`src/pmirq_pkg.sv`:
```
package pmirq_pkg;

	// Printed register indices; the APB byte address is four times the index.
	localparam logic [7:0]  PMIRQ_IDX_ENABLE_CLEAR = 8'h34;
	localparam logic [7:0]  PMIRQ_IDX_ENABLE_SET   = 8'h35;
	localparam logic [7:0]  PMIRQ_IDX_FLAGS        = 8'h36;
	localparam logic [7:0]  PMIRQ_IDX_RESET_SOURCE = 8'h38;
	localparam logic [7:0]  PMIRQ_IDX_IRQ_STATUS   = 8'h39;
	localparam logic [7:0]  PMIRQ_IDX_IRQ_CLEAR    = 8'h3A;

	// Byte addresses derived from the indices.
	localparam logic [11:0] PMIRQ_ADDR_ENABLE_CLEAR = {2'h0, PMIRQ_IDX_ENABLE_CLEAR, 2'h0};
	localparam logic [11:0] PMIRQ_ADDR_ENABLE_SET   = {2'h0, PMIRQ_IDX_ENABLE_SET, 2'h0};
	localparam logic [11:0] PMIRQ_ADDR_FLAGS        = {2'h0, PMIRQ_IDX_FLAGS, 2'h0};
	localparam logic [11:0] PMIRQ_ADDR_RESET_SOURCE = {2'h0, PMIRQ_IDX_RESET_SOURCE, 2'h0};
	localparam logic [11:0] PMIRQ_ADDR_IRQ_STATUS   = {2'h0, PMIRQ_IDX_IRQ_STATUS, 2'h0};
	localparam logic [11:0] PMIRQ_ADDR_IRQ_CLEAR    = {2'h0, PMIRQ_IDX_IRQ_CLEAR, 2'h0};

	// Interrupt bit positions, shared by enable, flag, status and clear views.
	localparam int PMIRQ_BIT_CLOCK_READY          = 0;
	localparam int PMIRQ_BIT_CLOCK_FAILURE_DETECT = 1;

	// Reset source bit positions.
	localparam int PMIRQ_RST_POWER_ON       = 0;
	localparam int PMIRQ_RST_CORE_BROWNOUT  = 1;
	localparam int PMIRQ_RST_IO_BROWNOUT    = 2;
	localparam int PMIRQ_RST_EXTERNAL_PIN   = 4;
	localparam int PMIRQ_RST_WATCHDOG       = 5;
	localparam int PMIRQ_RST_SYSTEM_REQUEST = 6;

	// Reset values.
	localparam logic [1:0] PMIRQ_ENABLE_RESET       = 2'h0;
	localparam logic [1:0] PMIRQ_FLAGS_RESET        = 2'h0;
	localparam logic [7:0] PMIRQ_RESET_SOURCE_RESET = 8'h01;
	localparam logic [7:0] PMIRQ_RESET_SOURCE_MASK  = 8'h77;

	// Interrupt sources carried together.
	typedef struct packed {
		logic clock_failure_detect;
		logic clock_ready;
	} pmirq_irq_bits_t;

	// Reset causes reported by the reset controller.
	typedef struct packed {
		logic system_request_reset;
		logic watchdog_reset;
		logic external_pin_reset;
		logic io_brownout_reset;
		logic core_brownout_reset;
		logic power_on_reset;
	} pmirq_reset_cause_t;

endpackage

```
`src/pmirq_regs.sv`:
```
// Implementation choice: register access over APB.
`timescale 1ns/10ps
// Summary of operation
// - A one written to an enable-clear bit clears that enable and thereby its request; zero does nothing.
// - A one written to the clock ready bit of enable-set sets that enable; zero does nothing.
// - Clock ready enable and flag both set raise the request; both enable registers read one shared state.
// - The clock failure enable is bit one of both enable registers and with its flag raises the request.
// - The clock ready flag sets when the processor and bus clocks reach their selected divisions.
// - The clock ready flag clears only by writing one to it in the flag register or the interrupt clear register.
// - The reset record sets bit six on a system request reset and bit five on a watchdog reset, read-only.
// - The reset record sets bit four on a reset from the external pin.
// - The reset record sets bit two on an I/O brown-out reset and bit one on a core brown-out reset.
// - After power-on the reset record reads 0x01.
module pmirq_regs (
	// Clock and reset.
	input  wire logic                          core_clk_i,
	input  wire logic                          reset_n_i,
	// APB slave.
	input  wire logic                          psel_i,
	input  wire logic                          penable_i,
	input  wire logic                          pwrite_i,
	input  wire logic [11:0]                   paddr_i,
	input  wire logic [31:0]                   pwdata_i,
	input  wire logic [3:0]                    pstrb_i,
	output logic      [31:0]                   prdata_o,
	output logic                               pready_o,
	output logic                               pslverr_o,
	// Clock generator status, same clock domain.
	input  wire logic                          clock_ready_i,
	input  wire logic                          clock_failure_detect_i,
	// Reset controller cause, held stable across the reset.
	input  wire pmirq_pkg::pmirq_reset_cause_t reset_cause_i,
	// Interrupt request to the interrupt controller.
	output logic                               irq_o
);

	// Register state.
	pmirq_pkg::pmirq_irq_bits_t enable_reg, enable_next;
	pmirq_pkg::pmirq_irq_bits_t flags_reg, flags_next;
	logic [7:0]                 reset_source_reg, reset_source_next;
	logic                       captured_reg;
	logic                       clock_ready_seen_reg;
	logic [31:0]                prdata_reg, prdata_next;
	logic                       irq_reg;

	// Address decode.
	wire logic hit_enable_clear = paddr_i == pmirq_pkg::PMIRQ_ADDR_ENABLE_CLEAR;
	wire logic hit_enable_set   = paddr_i == pmirq_pkg::PMIRQ_ADDR_ENABLE_SET;
	wire logic hit_flags        = paddr_i == pmirq_pkg::PMIRQ_ADDR_FLAGS;
	wire logic hit_reset_source = paddr_i == pmirq_pkg::PMIRQ_ADDR_RESET_SOURCE;
	wire logic hit_irq_status   = paddr_i == pmirq_pkg::PMIRQ_ADDR_IRQ_STATUS;
	wire logic hit_irq_clear    = paddr_i == pmirq_pkg::PMIRQ_ADDR_IRQ_CLEAR;
	wire logic hit_any          = hit_enable_clear | hit_enable_set | hit_flags
	                            | hit_reset_source | hit_irq_status | hit_irq_clear;

	// Access phase qualifiers; the low byte lane must be strobed for a write to act.
	wire logic access    = psel_i & penable_i;
	wire logic wr_low    = access & pwrite_i & pstrb_i[0] & hit_any;
	wire logic [1:0] wbits = pwdata_i[1:0];
	wire logic [1:0] en_clr = (wr_low & hit_enable_clear) ? wbits : 2'h0;
	wire logic [1:0] en_set = (wr_low & hit_enable_set) ? wbits : 2'h0;
	wire logic [1:0] fl_clr = (wr_low & (hit_flags | hit_irq_clear)) ? wbits : 2'h0;

	// Event detection: clock ready is taken on its rising level, a failure on any high cycle.
	wire logic ready_event   = clock_ready_i & ~clock_ready_seen_reg;
	wire logic failure_event = clock_failure_detect_i;

	// Next enable: clear and set views share one state.
	assign enable_next = pmirq_pkg::pmirq_irq_bits_t'((enable_reg & ~en_clr) | en_set);

	// Next flags: a one clears, a zero leaves the bit, and an event in the same cycle wins.
	assign flags_next.clock_ready =
		(flags_reg.clock_ready & ~fl_clr[pmirq_pkg::PMIRQ_BIT_CLOCK_READY]) | ready_event;
	assign flags_next.clock_failure_detect =
		(flags_reg.clock_failure_detect & ~fl_clr[pmirq_pkg::PMIRQ_BIT_CLOCK_FAILURE_DETECT])
		| failure_event;

	// Reset record: causes gathered into their documented bit positions.
	assign reset_source_next = {
		1'b0,
		reset_cause_i.system_request_reset,
		reset_cause_i.watchdog_reset,
		reset_cause_i.external_pin_reset,
		1'b0,
		reset_cause_i.io_brownout_reset,
		reset_cause_i.core_brownout_reset,
		reset_cause_i.power_on_reset
	} & pmirq_pkg::PMIRQ_RESET_SOURCE_MASK;

	// Read data, selected during the setup cycle so it is registered by the access cycle.
	assign prdata_next =
		(hit_enable_clear | hit_enable_set) ? {30'h0000_0000, enable_reg} :
		(hit_flags | hit_irq_status)        ? {30'h0000_0000, flags_reg} :
		hit_reset_source                    ? {24'h00_0000, reset_source_reg} :
		32'h0000_0000;

	// Bus answer: zero wait states, error on an unmapped address.
	assign pready_o  = 1'b1;
	assign pslverr_o = access & ~hit_any;
	assign prdata_o  = prdata_reg;
	assign irq_o     = irq_reg;

	// Interrupt enable and flag registers.
	always_ff @(posedge core_clk_i or negedge reset_n_i) begin
		if (!reset_n_i) begin
			enable_reg           <= pmirq_pkg::pmirq_irq_bits_t'(pmirq_pkg::PMIRQ_ENABLE_RESET);
			flags_reg            <= pmirq_pkg::pmirq_irq_bits_t'(pmirq_pkg::PMIRQ_FLAGS_RESET);
			clock_ready_seen_reg <= 1'b0;
		end else begin
			enable_reg           <= enable_next;
			flags_reg            <= flags_next;
			clock_ready_seen_reg <= clock_ready_i;
		end
	end

	// Reset record: constant at reset, cause caught once at the first edge after release.
	always_ff @(posedge core_clk_i or negedge reset_n_i) begin
		if (!reset_n_i) begin
			reset_source_reg <= pmirq_pkg::PMIRQ_RESET_SOURCE_RESET;
			captured_reg     <= 1'b0;
		end else if (!captured_reg) begin
			reset_source_reg <= reset_source_next;
			captured_reg     <= 1'b1;
		end
	end

	// Read data and interrupt line.
	always_ff @(posedge core_clk_i or negedge reset_n_i) begin
		if (!reset_n_i) begin
			prdata_reg <= 32'h0000_0000;
			irq_reg    <= 1'b0;
		end else begin
			if (psel_i & ~penable_i & ~pwrite_i) begin
				prdata_reg <= prdata_next;
			end
			irq_reg <= |(enable_next & flags_next);
		end
	end

endmodule

```
`config.mk`:
```
export PLATFORM = sky130hd
export DESIGN_NAME = pmirq_regs
export DESIGN_NICKNAME = d
export VERILOG_FILES = /design/src/pmirq_pkg.sv /design/src/pmirq_regs.sv
export SDC_FILE = /design/constraint.sdc
export NUM_CORES = 1
export LEC_CHECK = 0
export BUFFER_PORTS_ARGS = -buffer_cell sky130_fd_sc_hd__buf_4
export CAP_MARGIN = 20
export CORE_MARGIN = 5
export CORE_UTILIZATION = 40
export DETAILED_ROUTE_END_ITERATION = 10
export PLACE_DENSITY = 0.85
export SLEW_MARGIN = 0
export SYNTH_ARGS = -nofsm -noshare
export SYNTH_HDL_FRONTEND = slang
export SYNTH_SLANG_ARGS = --single-unit
```
`constraint.sdc`:
```
create_clock -name core_clk_i -period 4 [get_ports core_clk_i]
set_input_delay 1.2 -clock core_clk_i [delete_from_list [all_inputs] [get_ports core_clk_i]]
set_output_delay 1.2 -clock core_clk_i [all_outputs]
set_load 0.02 [all_outputs]
```
After elaboration in Yosys (flattened, before gate mapping):

Index checks and enable logic that the tools add are counted.

* register bits: 45
* bits in latches: 0
* bits in writable memories: 0
* bits in read-only memories: 0
* bits of input ports: 61
* output and inout bits: 35
* word-level logic and storage cells: 54
* memories kept: 0

* add/sub/neg operators: 0
* multipliers: 0
* div/mod/pow operators: 0
* magnitude comparators: 0
* eq/ne operators: 6
* shifts and indexed selects: 0
* muxes and demuxes: 6
* bitwise operators: 32
* reduce and logical (&&, ||, !) cells: 1

Operator list (number)
* 12-bit by 8-bit == test with 1-bit output, second input constant: 6
* 7-bit 2-to-1 mux: 3
* 1-bit bitwise AND: 13
* 1-bit bitwise OR: 9
* 2-bit 2-to-1 mux: 3
* 1-bit inverter: 6
* 2-bit bitwise AND: 2
* 2-bit inverter: 1
* 2-bit bitwise OR: 1
* 2-bit OR reduction: 1

Depth between registers and ports, before layout:

Gate-level depths: netlist of the first run.

* depth in word-level cells: 14
* gate-level depth with buffers: 5
* gate-level depth less buffers: 5

Worst setup path after synthesis of the first run:

Ideal clock, no wire load.

* kind: input to output
* start point: input paddr_i[9]
* end point: output pslverr_o
* data arrival time: 2.141 ns
* data required time: 2.800 ns
* slack: 0.659 ns
* stages: 4
* buffers on the path: 0
* cell sequence: nor4_2 > nand3_2 > a2111oi_0 > nor2_1

* cells in the longest elaborated chain, start to end: 8
* elaborated cells on any way between the ends: 13
* classes of those cells: eq/ne: 6; bitwise: 7

RTL lines
* from (decl): RTL line pmirq_regs.sv:22 `input wire logic [11:0] paddr_i,`
* 12-bit by 8-bit == test with 1-bit output, on equally long branches: RTL line pmirq_regs.sv:47, pmirq_regs.sv:48
* 1-bit bitwise OR (2 in a row): RTL line pmirq_regs.sv:53 `wire logic hit_any = hit_enable_clear | hit_enable_set | hit_flags`
* 1-bit bitwise OR (2 in a row): RTL line pmirq_regs.sv:54 `| hit_reset_source | hit_irq_status | hit_irq_clear;`
* 1-bit bitwise OR *: RTL line pmirq_regs.sv:54
* 1-bit inverter *: RTL line pmirq_regs.sv:99 `assign pslverr_o = access & ~hit_any;`
* 1-bit bitwise AND *: RTL line pmirq_regs.sv:99
* to (decl): RTL line pmirq_regs.sv:27 `output logic pslverr_o,`

Mark *: on every way between the ends. The rest lies on a longest branch, timed or not.

Worst setup path after layout of the first run:

Ends and elaborated chain as after synthesis.

==> results of run 1 <==
## cell families (layout without fill, tap and decap cells)
| group | after synthesis | in the layout | synth area share [%] |
|---|---|---|---|
| AOI/OAI and AO/OA | 13 | 13 | 10.7 |
| xor gates and xnor gates | 1 | 1 | 0.815 |
| buffers and inverters | 29 | 40 | 19.6 |
| DFF | 19 | 19 | 44.4 |
| muxes | 8 | 8 | 8.38 |
| other | 2 | 28 | 0.699 |
| and+or+nand+nor | 28 | 28 | 15.5 |
## per-layer routing
metal	GRT usage (%)	share of wire, %	vias to the layer above
met5	0	0	-
met4	3.94	0	0
met3	2.89	8.9	0
met2	22.4	55	40
met1	12.6	36	382
li1	-	-	373
## report_power, final
| part | switching [mW] | internal [mW] | leakage, nW | total, mW |
|---|---|---|---|---|
| Clock | 0.0556 | 0.0372 | 0.0177 | 0.0928 |
| Combinational | 0.0406 | 0.0270 | 0.376 | 0.0676 |
| Sequential | 0.00432 | 0.200 | 0.235 | 0.204 |
| Total | 0.101 | 0.264 | 0.629 | 0.365 |
## placed cells by master, fill, tap and decap left out, types with 2 or more instances in the layout
cell type / Yosys / layout
a221oi_1: 2 / 2
a22o_1: 5 / 5
buf_4: 27 / 35
clkbuf_4: 0 / 3
conb_1: 2 / 28
dfrtp_1: 18 / 18
mux2_2: 8 / 8
nand2_1: 6 / 6
nand2b_1: 2 / 2
nor2_1: 5 / 5
nor3_1: 3 / 3
nor3b_1: 3 / 3
o41ai_1: 2 / 2
or3_1: 2 / 2
## path summary, 6_finish.rpt
check,start,end
max,paddr_i[9],pslverr_o
max reg2reg,flags_reg[0],irq_o
min in group asynchronous,reset_n_i,reset_source_reg[2]
min,reset_source_reg[5],prdata_o[5]
max in group asynchronous,reset_n_i,reset_source_reg[0]
min reg2reg,reset_source_reg[5],prdata_o[5]
## area by class of cell
cell class	instances	area (um2)	area share, %
clock buffers	3	22.5	1.74
flip-flops and latches	19	477	36.8
clock inverters	1	5.00	0.387
inverters	1	3.75	0.290
multi-input cells	78	485	37.5
repair buffers	35	263	20.3
well taps	30	37.5	2.90
## through the flow
stage / total power [mW] / worst slack, ns / util, %
2_1_floorplan: 0.264 / 0.659 / -
3_3_place_gp: 0.273 / 0.346 / 50.2
3_5_place_dp: 0.275 / 0.390 / 50.2
4_1_cts: 0.370 / 0.390 / 51.3
5_1_grt: 0.391 / 0.207 / 51.3
6_report: 0.365 / 0.410 / 51.3
==> results.toml, run 1 <==
[route]
vias = 795
post-route-drc-count = 0
wirelength_um = 2160
drt_iter0_drc = 9
avgViaCountPerCell = 4.76
drt-pass1-iter-count = 4
postRouteAntennaNets = 0
wire_per_inst_um = 12.9

[cts]
numClockSinks = 19
htree_levels = 1
cts-root-buf = "clkbuf_4"
clockBufferDepth = 2
insertion_delay_ns = 0.29
postCtsSetupBuffers = 0
cts_resized = 0
cts_tree = "yes"
hold_buffers = 0
cts_buffers = 3
clk_pin_slew_worst_paths_ns = 0.10

[setup_path]
cp-start-kind = "input port"
crit_chain = "buf_4 > nor4_2 > nand3_2 > a2111oi_0 > nor2_1 > buf_4"
crit_type = "in -> out"
path_buf_inv = 2
critPathArrivalTime_ns = 2.39
critPathRequiredTime_ns = 2.80
ff2ff_path_depth = 3
critical_path_cell_count = 6
cp_common_cell = "buf_4"
slowest_delay_ns = 0.37
critPathTopFamily = "simple AND/OR/NAND/NOR gates"
worstPathMaxFanout = 7
reg2reg_slack_ns = 2.88
endpoint_kind = "output pin"
slowest_stage = "a2111oi_0"

[yosys]
synth.most_common_cell = "buf_4"
netlist_instances = 100
syn_area_mm2 = 0.00107
synth_top_area_share_pct = 41.9
synth_seq_cells = 19
synth_cell_type_count = 28
synth.avg_cell_area_um2 = 10.7
ys_warn_count = 0
async_flop_share_pct = 100
synth_largest_area_cell = "dfrtp_1"
ys.flop_type = "dfrtp_1"
netlist_top_cells_count = "buf_4, dfrtp_1, mux2_2"
yosys-top-cells-area = "dfrtp_1, buf_4, mux2_2"
synth-edff-count = 0
seq_area_frac_synth_pct = 44.4

[layout]
antenna_cells = 0
fin_nets = 199
layout-drive-gt1-share_pct = 39.4
fillers = 223
final_cells = 167
area_delta_synth_final_pct = 20.4
finalInstanceArea_mm2 = 0.00129

[floorplan]
die_w_um = 61.8
fp.dieH_um = 61.8
dieArea_mm2 = 0.00382
core-area_mm2 = 0.00252
io_pins = 96
initial_core_util_pct = 42.6
core.rowCount = 18

[worst_hold_path]
hold_path.class = "reg -> reg"
hold_depth = 1

[global_routing]
overflow = 0
antenna_found_initial = 0
grt_pass1_wl_um = 3380
grt.total_usage_pct = 11.8
first_global_vias = 817
grt_max_degree = 20

[sta]
maxClockFrequency_mhz = 279
setup_violations = 0
slew_viol_final = 0
period_minus_slack_ns = 3.59
period_share_pct = 89.8
timing.hold.ws_ns = 0.502
clock_skew_ns = 0.00560
hold_viol_final = 0
tns_ns = 0
rsz0062_at_grt = "no"

[placed_design]
placed_area_mm2 = 0.00127
dpl.hpwl_um = 1870
gp_congestion = 0.760
dp_cells = 163
port-buffer-count = 35

[power_and_ir_drop]
cellLeakagePower_nw = 0.629
pwr_density_cell_mw_per_mm2 = 282
vdd_drop_max_uv = 210

[run_status]
status = "complete, no violations"

[job]
maxCapViolCount = 0
No activity file was read; power rests on OpenSTA's default activity.
==> run 2, diff against run 1 <==
--- a/config.mk
+++ b/config.mk
@@ -10,6 +10,7 @@
 export CORE_MARGIN = 5
 export CORE_UTILIZATION = 40
 export DETAILED_ROUTE_END_ITERATION = 10
+export GPL_TIMING_DRIVEN = 0
 export PLACE_DENSITY = 0.85
 export SLEW_MARGIN = 0
 export SYNTH_ARGS = -nofsm -noshare
==> run 2 against run 1 <==
Against the previous run: combinational power increased by 33%; core utilization increased by 8.1 points; sequential power about the same; clock power increased by 2.5%; setup slack got worse by 0.030 ns; final cell count increased by 17%; critical path type unchanged; critical endpoint unchanged; highest routed layer is now met4.
==> results.toml, run 2 (synthesis results as in run 1) <==
[run_status]
status = "complete, no violations"

[power_and_ir_drop]
cellLeakagePower_nw = 0.774
vdd_drop_max_uv = 233
pwr_density_cell_mw_per_mm2 = 259
finalPower_mw = 0.388

[setup_path]
worstPathMaxFanout = 7
r2r-end = "irq_o"
r2r_start = "flags_reg[0]"
crit_chain = "buf_4 > nor4_2 > nand3_2 > a2111oi_0 > nor2_1 > buf_4"
crit_type = "in -> out"
slowest_stage = "a2111oi_0"
cp_common_cell = "buf_4"
critPathArrivalTime_ns = 2.42
cp-start-kind = "input port"
slowest_delay_ns = 0.40
ff2ff_path_depth = 3
critPathRequiredTime_ns = 2.80
reg2reg_slack_ns = 2.89
endpoint = "pslverr_o"
endpoint_kind = "output pin"
startpoint = "paddr_i[9]"

[layout]
final_cell_mix = "buf_4, conb_1, dfrtp_1, mux2_2, nand2_1"
layout-drive-gt1-share_pct = 48.5
area_delta_synth_final_pct = 39.5
finalInstanceArea_mm2 = 0.00150
fin_nets = 227
antenna_cells = 0
final_cells = 195
fillers = 228
final_common_cell = "buf_4"

[floorplan]
dieArea_mm2 = 0.00382
fp.dieH_um = 61.8
io_pins = 96
core-area_mm2 = 0.00252
core.rowCount = 18
initial_core_util_pct = 42.6
die_w_um = 61.8

[cts]
hold_buffers = 0
cts-root-buf = "clkbuf_4"
insertion_delay_ns = 0.30
cts_buffers = 3
numClockSinks = 19
cts_resized = 0
clk_pin_slew_worst_paths_ns = 0.09
cts_tree = "yes"
postCtsSetupBuffers = 0
clockBufferDepth = 2
htree_levels = 1

[route]
wirelength_um = 2300
avgViaCountPerCell = 4.47
drt-pass1-iter-count = 4
post-route-drc-count = 0
postRouteAntennaNets = 0
vias = 872
wire_per_inst_um = 11.8
drt_iter0_drc = 16

[global_routing]
grt_max_degree = 20
antenna_found_initial = 0
overflow = 0
grt.total_usage_pct = 12.4
first_global_vias = 757
grt_pass1_wl_um = 3400

[sta]
period_share_pct = 90.5
hold_viol_final = 0
tns_ns = 0
period_minus_slack_ns = 3.62
maxClockFrequency_mhz = 276
worst_slack_ns = 0.380
rsz0062_at_grt = "no"
clock_skew_ns = 0.00504
slew_viol_final = 0
setup_violations = 0

[placed_design]
dp_cells = 191
gp_congestion = 0.753
port-buffer-count = 35
pre_cts_slack_ns = 0.352
dpl.hpwl_um = 2000
placed_area_mm2 = 0.00147

[worst_hold_path]
hold_path.class = "reg -> reg"

[job]
maxCapViolCount = 0
[run 2: cell count changes in the layout (fill, tap and decap cells not counted), sizes merged]
cell	change
buf	+27
clkbuf	+2
clkinv	-1
[run 2: how the worst min path moves through the flow]
stage                        startpoint  depth (start not counted)           to
floorplan           reset_source_reg[2]                          1  prdata_o[2]
global placement            prdata_o[1]                          2  prdata_o[1]
detailed placement          prdata_o[1]                          2  prdata_o[1]
CTS                         prdata_o[1]                          2  prdata_o[1]
global route        reset_source_reg[4]                          1  prdata_o[4]
finish                      prdata_o[1]                          2  prdata_o[1]
[run 2: routing by layer]
layer,global-route usage [%],share of wire [%],up-vias
met5,0,0,-
li1,-,-,431
met2,22.1,53,39
met4,7.58,2.2,0
met3,1.24,8.8,5
met1,14.2,36,397
[run 2: area by class of cell]
class / count / area, um2 / share of cell area (%)
repair buffers: 35 / 263 / 17.5
flip-flops and latches: 19 / 477 / 31.8
inverters: 1 / 3.75 / 0.250
clock buffers: 4 / 26.3 / 1.75
well taps: 30 / 37.5 / 2.50
multi-input cells: 78 / 485 / 32.4
plain buffers: 28 / 206 / 13.8
[run 2: critical path: cells and delay by family]
kind                   cells  cell delay (ns)
AOI/OAI and AO/OA          1             0.40
and+or+nand+nor            3             0.54
buffers and inverters      2             0.28
[run 2: through the flow]
step                utilization (%)  hold slack [ns]
finish                         59.4            0.494
floorplan                         -            0.461
global route                   59.4            0.527
CTS                            59.4            0.498
detailed placement             58.4            0.476
global placement               58.4            0.466
[run 2: power breakdown]
group / switching [mW] / internal, mW
logic: 0.0450 / 0.0448
registers: 0.00364 / 0.200
clock network: 0.0562 / 0.0389
total: 0.105 / 0.284
==> run 3, diff against run 2 <==
--- a/config.mk
+++ b/config.mk
@@ -7,6 +7,7 @@
 export LEC_CHECK = 0
 export BUFFER_PORTS_ARGS = -buffer_cell sky130_fd_sc_hd__buf_4
 export CAP_MARGIN = 20
+export CORE_ASPECT_RATIO = 2
 export CORE_MARGIN = 5
 export CORE_UTILIZATION = 40
 export DETAILED_ROUTE_END_ITERATION = 10
==> run 3 against run 2 <==
Against the previous run: register-to-register slack about the same; final area grew 1.2%; clock skew up 0.0015 ns; combinational power rose by 0.9%; global-route usage increased by 1.3 points; first-iteration DRC count is 25% higher; maximum frequency decreased by 5.0%; routed wire length is 13% higher; via count rose by 0.69%; non-clock buffer count unchanged.
==> results.toml, run 3 (synthesis results as in run 1) <==
[run_status]
status = "complete, no violations"

[setup_path]
cp_common_cell = "buf_4"
slowest_stage = "a2111oi_0"
startpoint = "paddr_i[9]"
critPathArrivalTime_ns = 2.61
path_buf_inv = 2
endpoint = "pslverr_o"
crit_type = "in -> out"
critPathRequiredTime_ns = 2.80
reg2reg_slack_ns = 2.88
ff2ff_path_depth = 3
r2r-end = "irq_o"
worstPathMaxFanout = 7
r2r_start = "flags_reg[0]"
endpoint_kind = "output pin"
crit_chain = "buf_4 > nor4_2 > nand3_2 > a2111oi_0 > nor2_1 > buf_4"
critical_path_cell_count = 6
cp-start-kind = "input port"
slowest_delay_ns = 0.56
critPathTopFamily = "compound AO/OA/AOI/OAI gates"

[placed_design]
dpl.hpwl_um = 2240
port-buffer-count = 35
pre_cts_slack_ns = 0.124
placed_area_mm2 = 0.00147
gp_congestion = 0.837

[global_routing]
grt.total_usage_pct = 13.8
first_global_vias = 881
grt_pass1_wl_um = 3940
overflow = 0
grt_max_degree = 20
antenna_found_initial = 0

[sta]
slew_viol_final = 0
worst_slack_ns = 0.189
period_share_pct = 95.3
clock_skew_ns = 0.00651
maxClockFrequency_mhz = 262
setup_violations = 0
hold_viol_final = 0
period_minus_slack_ns = 3.81
tns_ns = 0
slew_headroom_pct = 60.3
worst_pin_slew_ns = 0.580
rsz0062_at_grt = "no"

[layout]
finalInstanceArea_mm2 = 0.00152
area_delta_synth_final_pct = 41.1
final_cell_mix = "buf_4, conb_1, dfrtp_1, mux2_2, nand2_1"
layout-drive-gt1-share_pct = 49.1
antenna_cells = 0
final_common_cell = "buf_4"
fin_nets = 227

[floorplan]
fp.dieH_um = 83.3
io_pins = 96
core.rowCount = 26
die_w_um = 46.7
core-area_mm2 = 0.00257
dieArea_mm2 = 0.00389
initial_core_util_pct = 41.8

[cts]
postCtsSetupBuffers = 0
cts-root-buf = "clkbuf_8"
clockBufferDepth = 2
htree_levels = 1
cts_buffers = 3
insertion_delay_ns = 0.25
hold_buffers = 0
cts_tree = "yes"
cts_resized = 0
clk_pin_slew_worst_paths_ns = 0.07
numClockSinks = 19

[route]
wirelength_um = 2600
post-route-drc-count = 0
drt-pass1-iter-count = 4
postRouteAntennaNets = 0
avgViaCountPerCell = 4.55
vias = 878
drt_iter0_drc = 20
wire_per_inst_um = 13.5

[power_and_ir_drop]
vdd_drop_max_uv = 235
pwr_density_cell_mw_per_mm2 = 280
cellLeakagePower_nw = 0.784

[worst_hold_path]
hold_path.class = "reg -> reg"

[job]
maxCapViolCount = 0
run 3: worst min path at each step:
stage	startpoint	to	cells after the start
floorplan	reset_source_reg[2]	prdata_o[2]	1
global placement	reset_source_reg[2]	prdata_o[2]	1
detailed placement	reset_source_reg[2]	prdata_o[2]	1
CTS	reset_source_reg[2]	prdata_o[2]	1
global route	reset_source_reg[2]	prdata_o[2]	1
finish	reset_source_reg[2]	prdata_o[2]	1
run 3: area by class of cell:
cell class                 instances  area, um2
fill                             253       1050
timing repair buffer              35        263
tap                               28       35.0
clock inverter                     1       5.00
inverter                           1       3.75
multi-input combinational         78        485
sequential                        19        477
clock buffer                       3       41.3
buffer                            28        206
run 3: through the flow:
stage          power, mW  hold WS [ns]  utilization (%)  instances
2_1_floorplan      0.264         0.461                -        126
3_3_place_gp       0.294         0.471             57.2        189
3_5_place_dp       0.296         0.486             57.2        189
4_1_cts            0.426         0.502             59.0        193
5_1_grt            0.446         0.519             59.0        193
6_report           0.424         0.499             59.0        193
run 3: power by group:
group          internal, mW  switching [mW]
registers             0.200         0.00347
clock network        0.0692          0.0612
logic                0.0448          0.0458
run 3: per-layer routing:
metal / wire [um] / GRT usage [%] / vias to the layer above
met5: 0 / 0 / -
met4: 38 / 5.29 / 0
met3: 252 / 2.81 / 5
met2: 1490 / 25.1 / 41
met1: 823 / 14.0 / 406
li1: - / - / 426
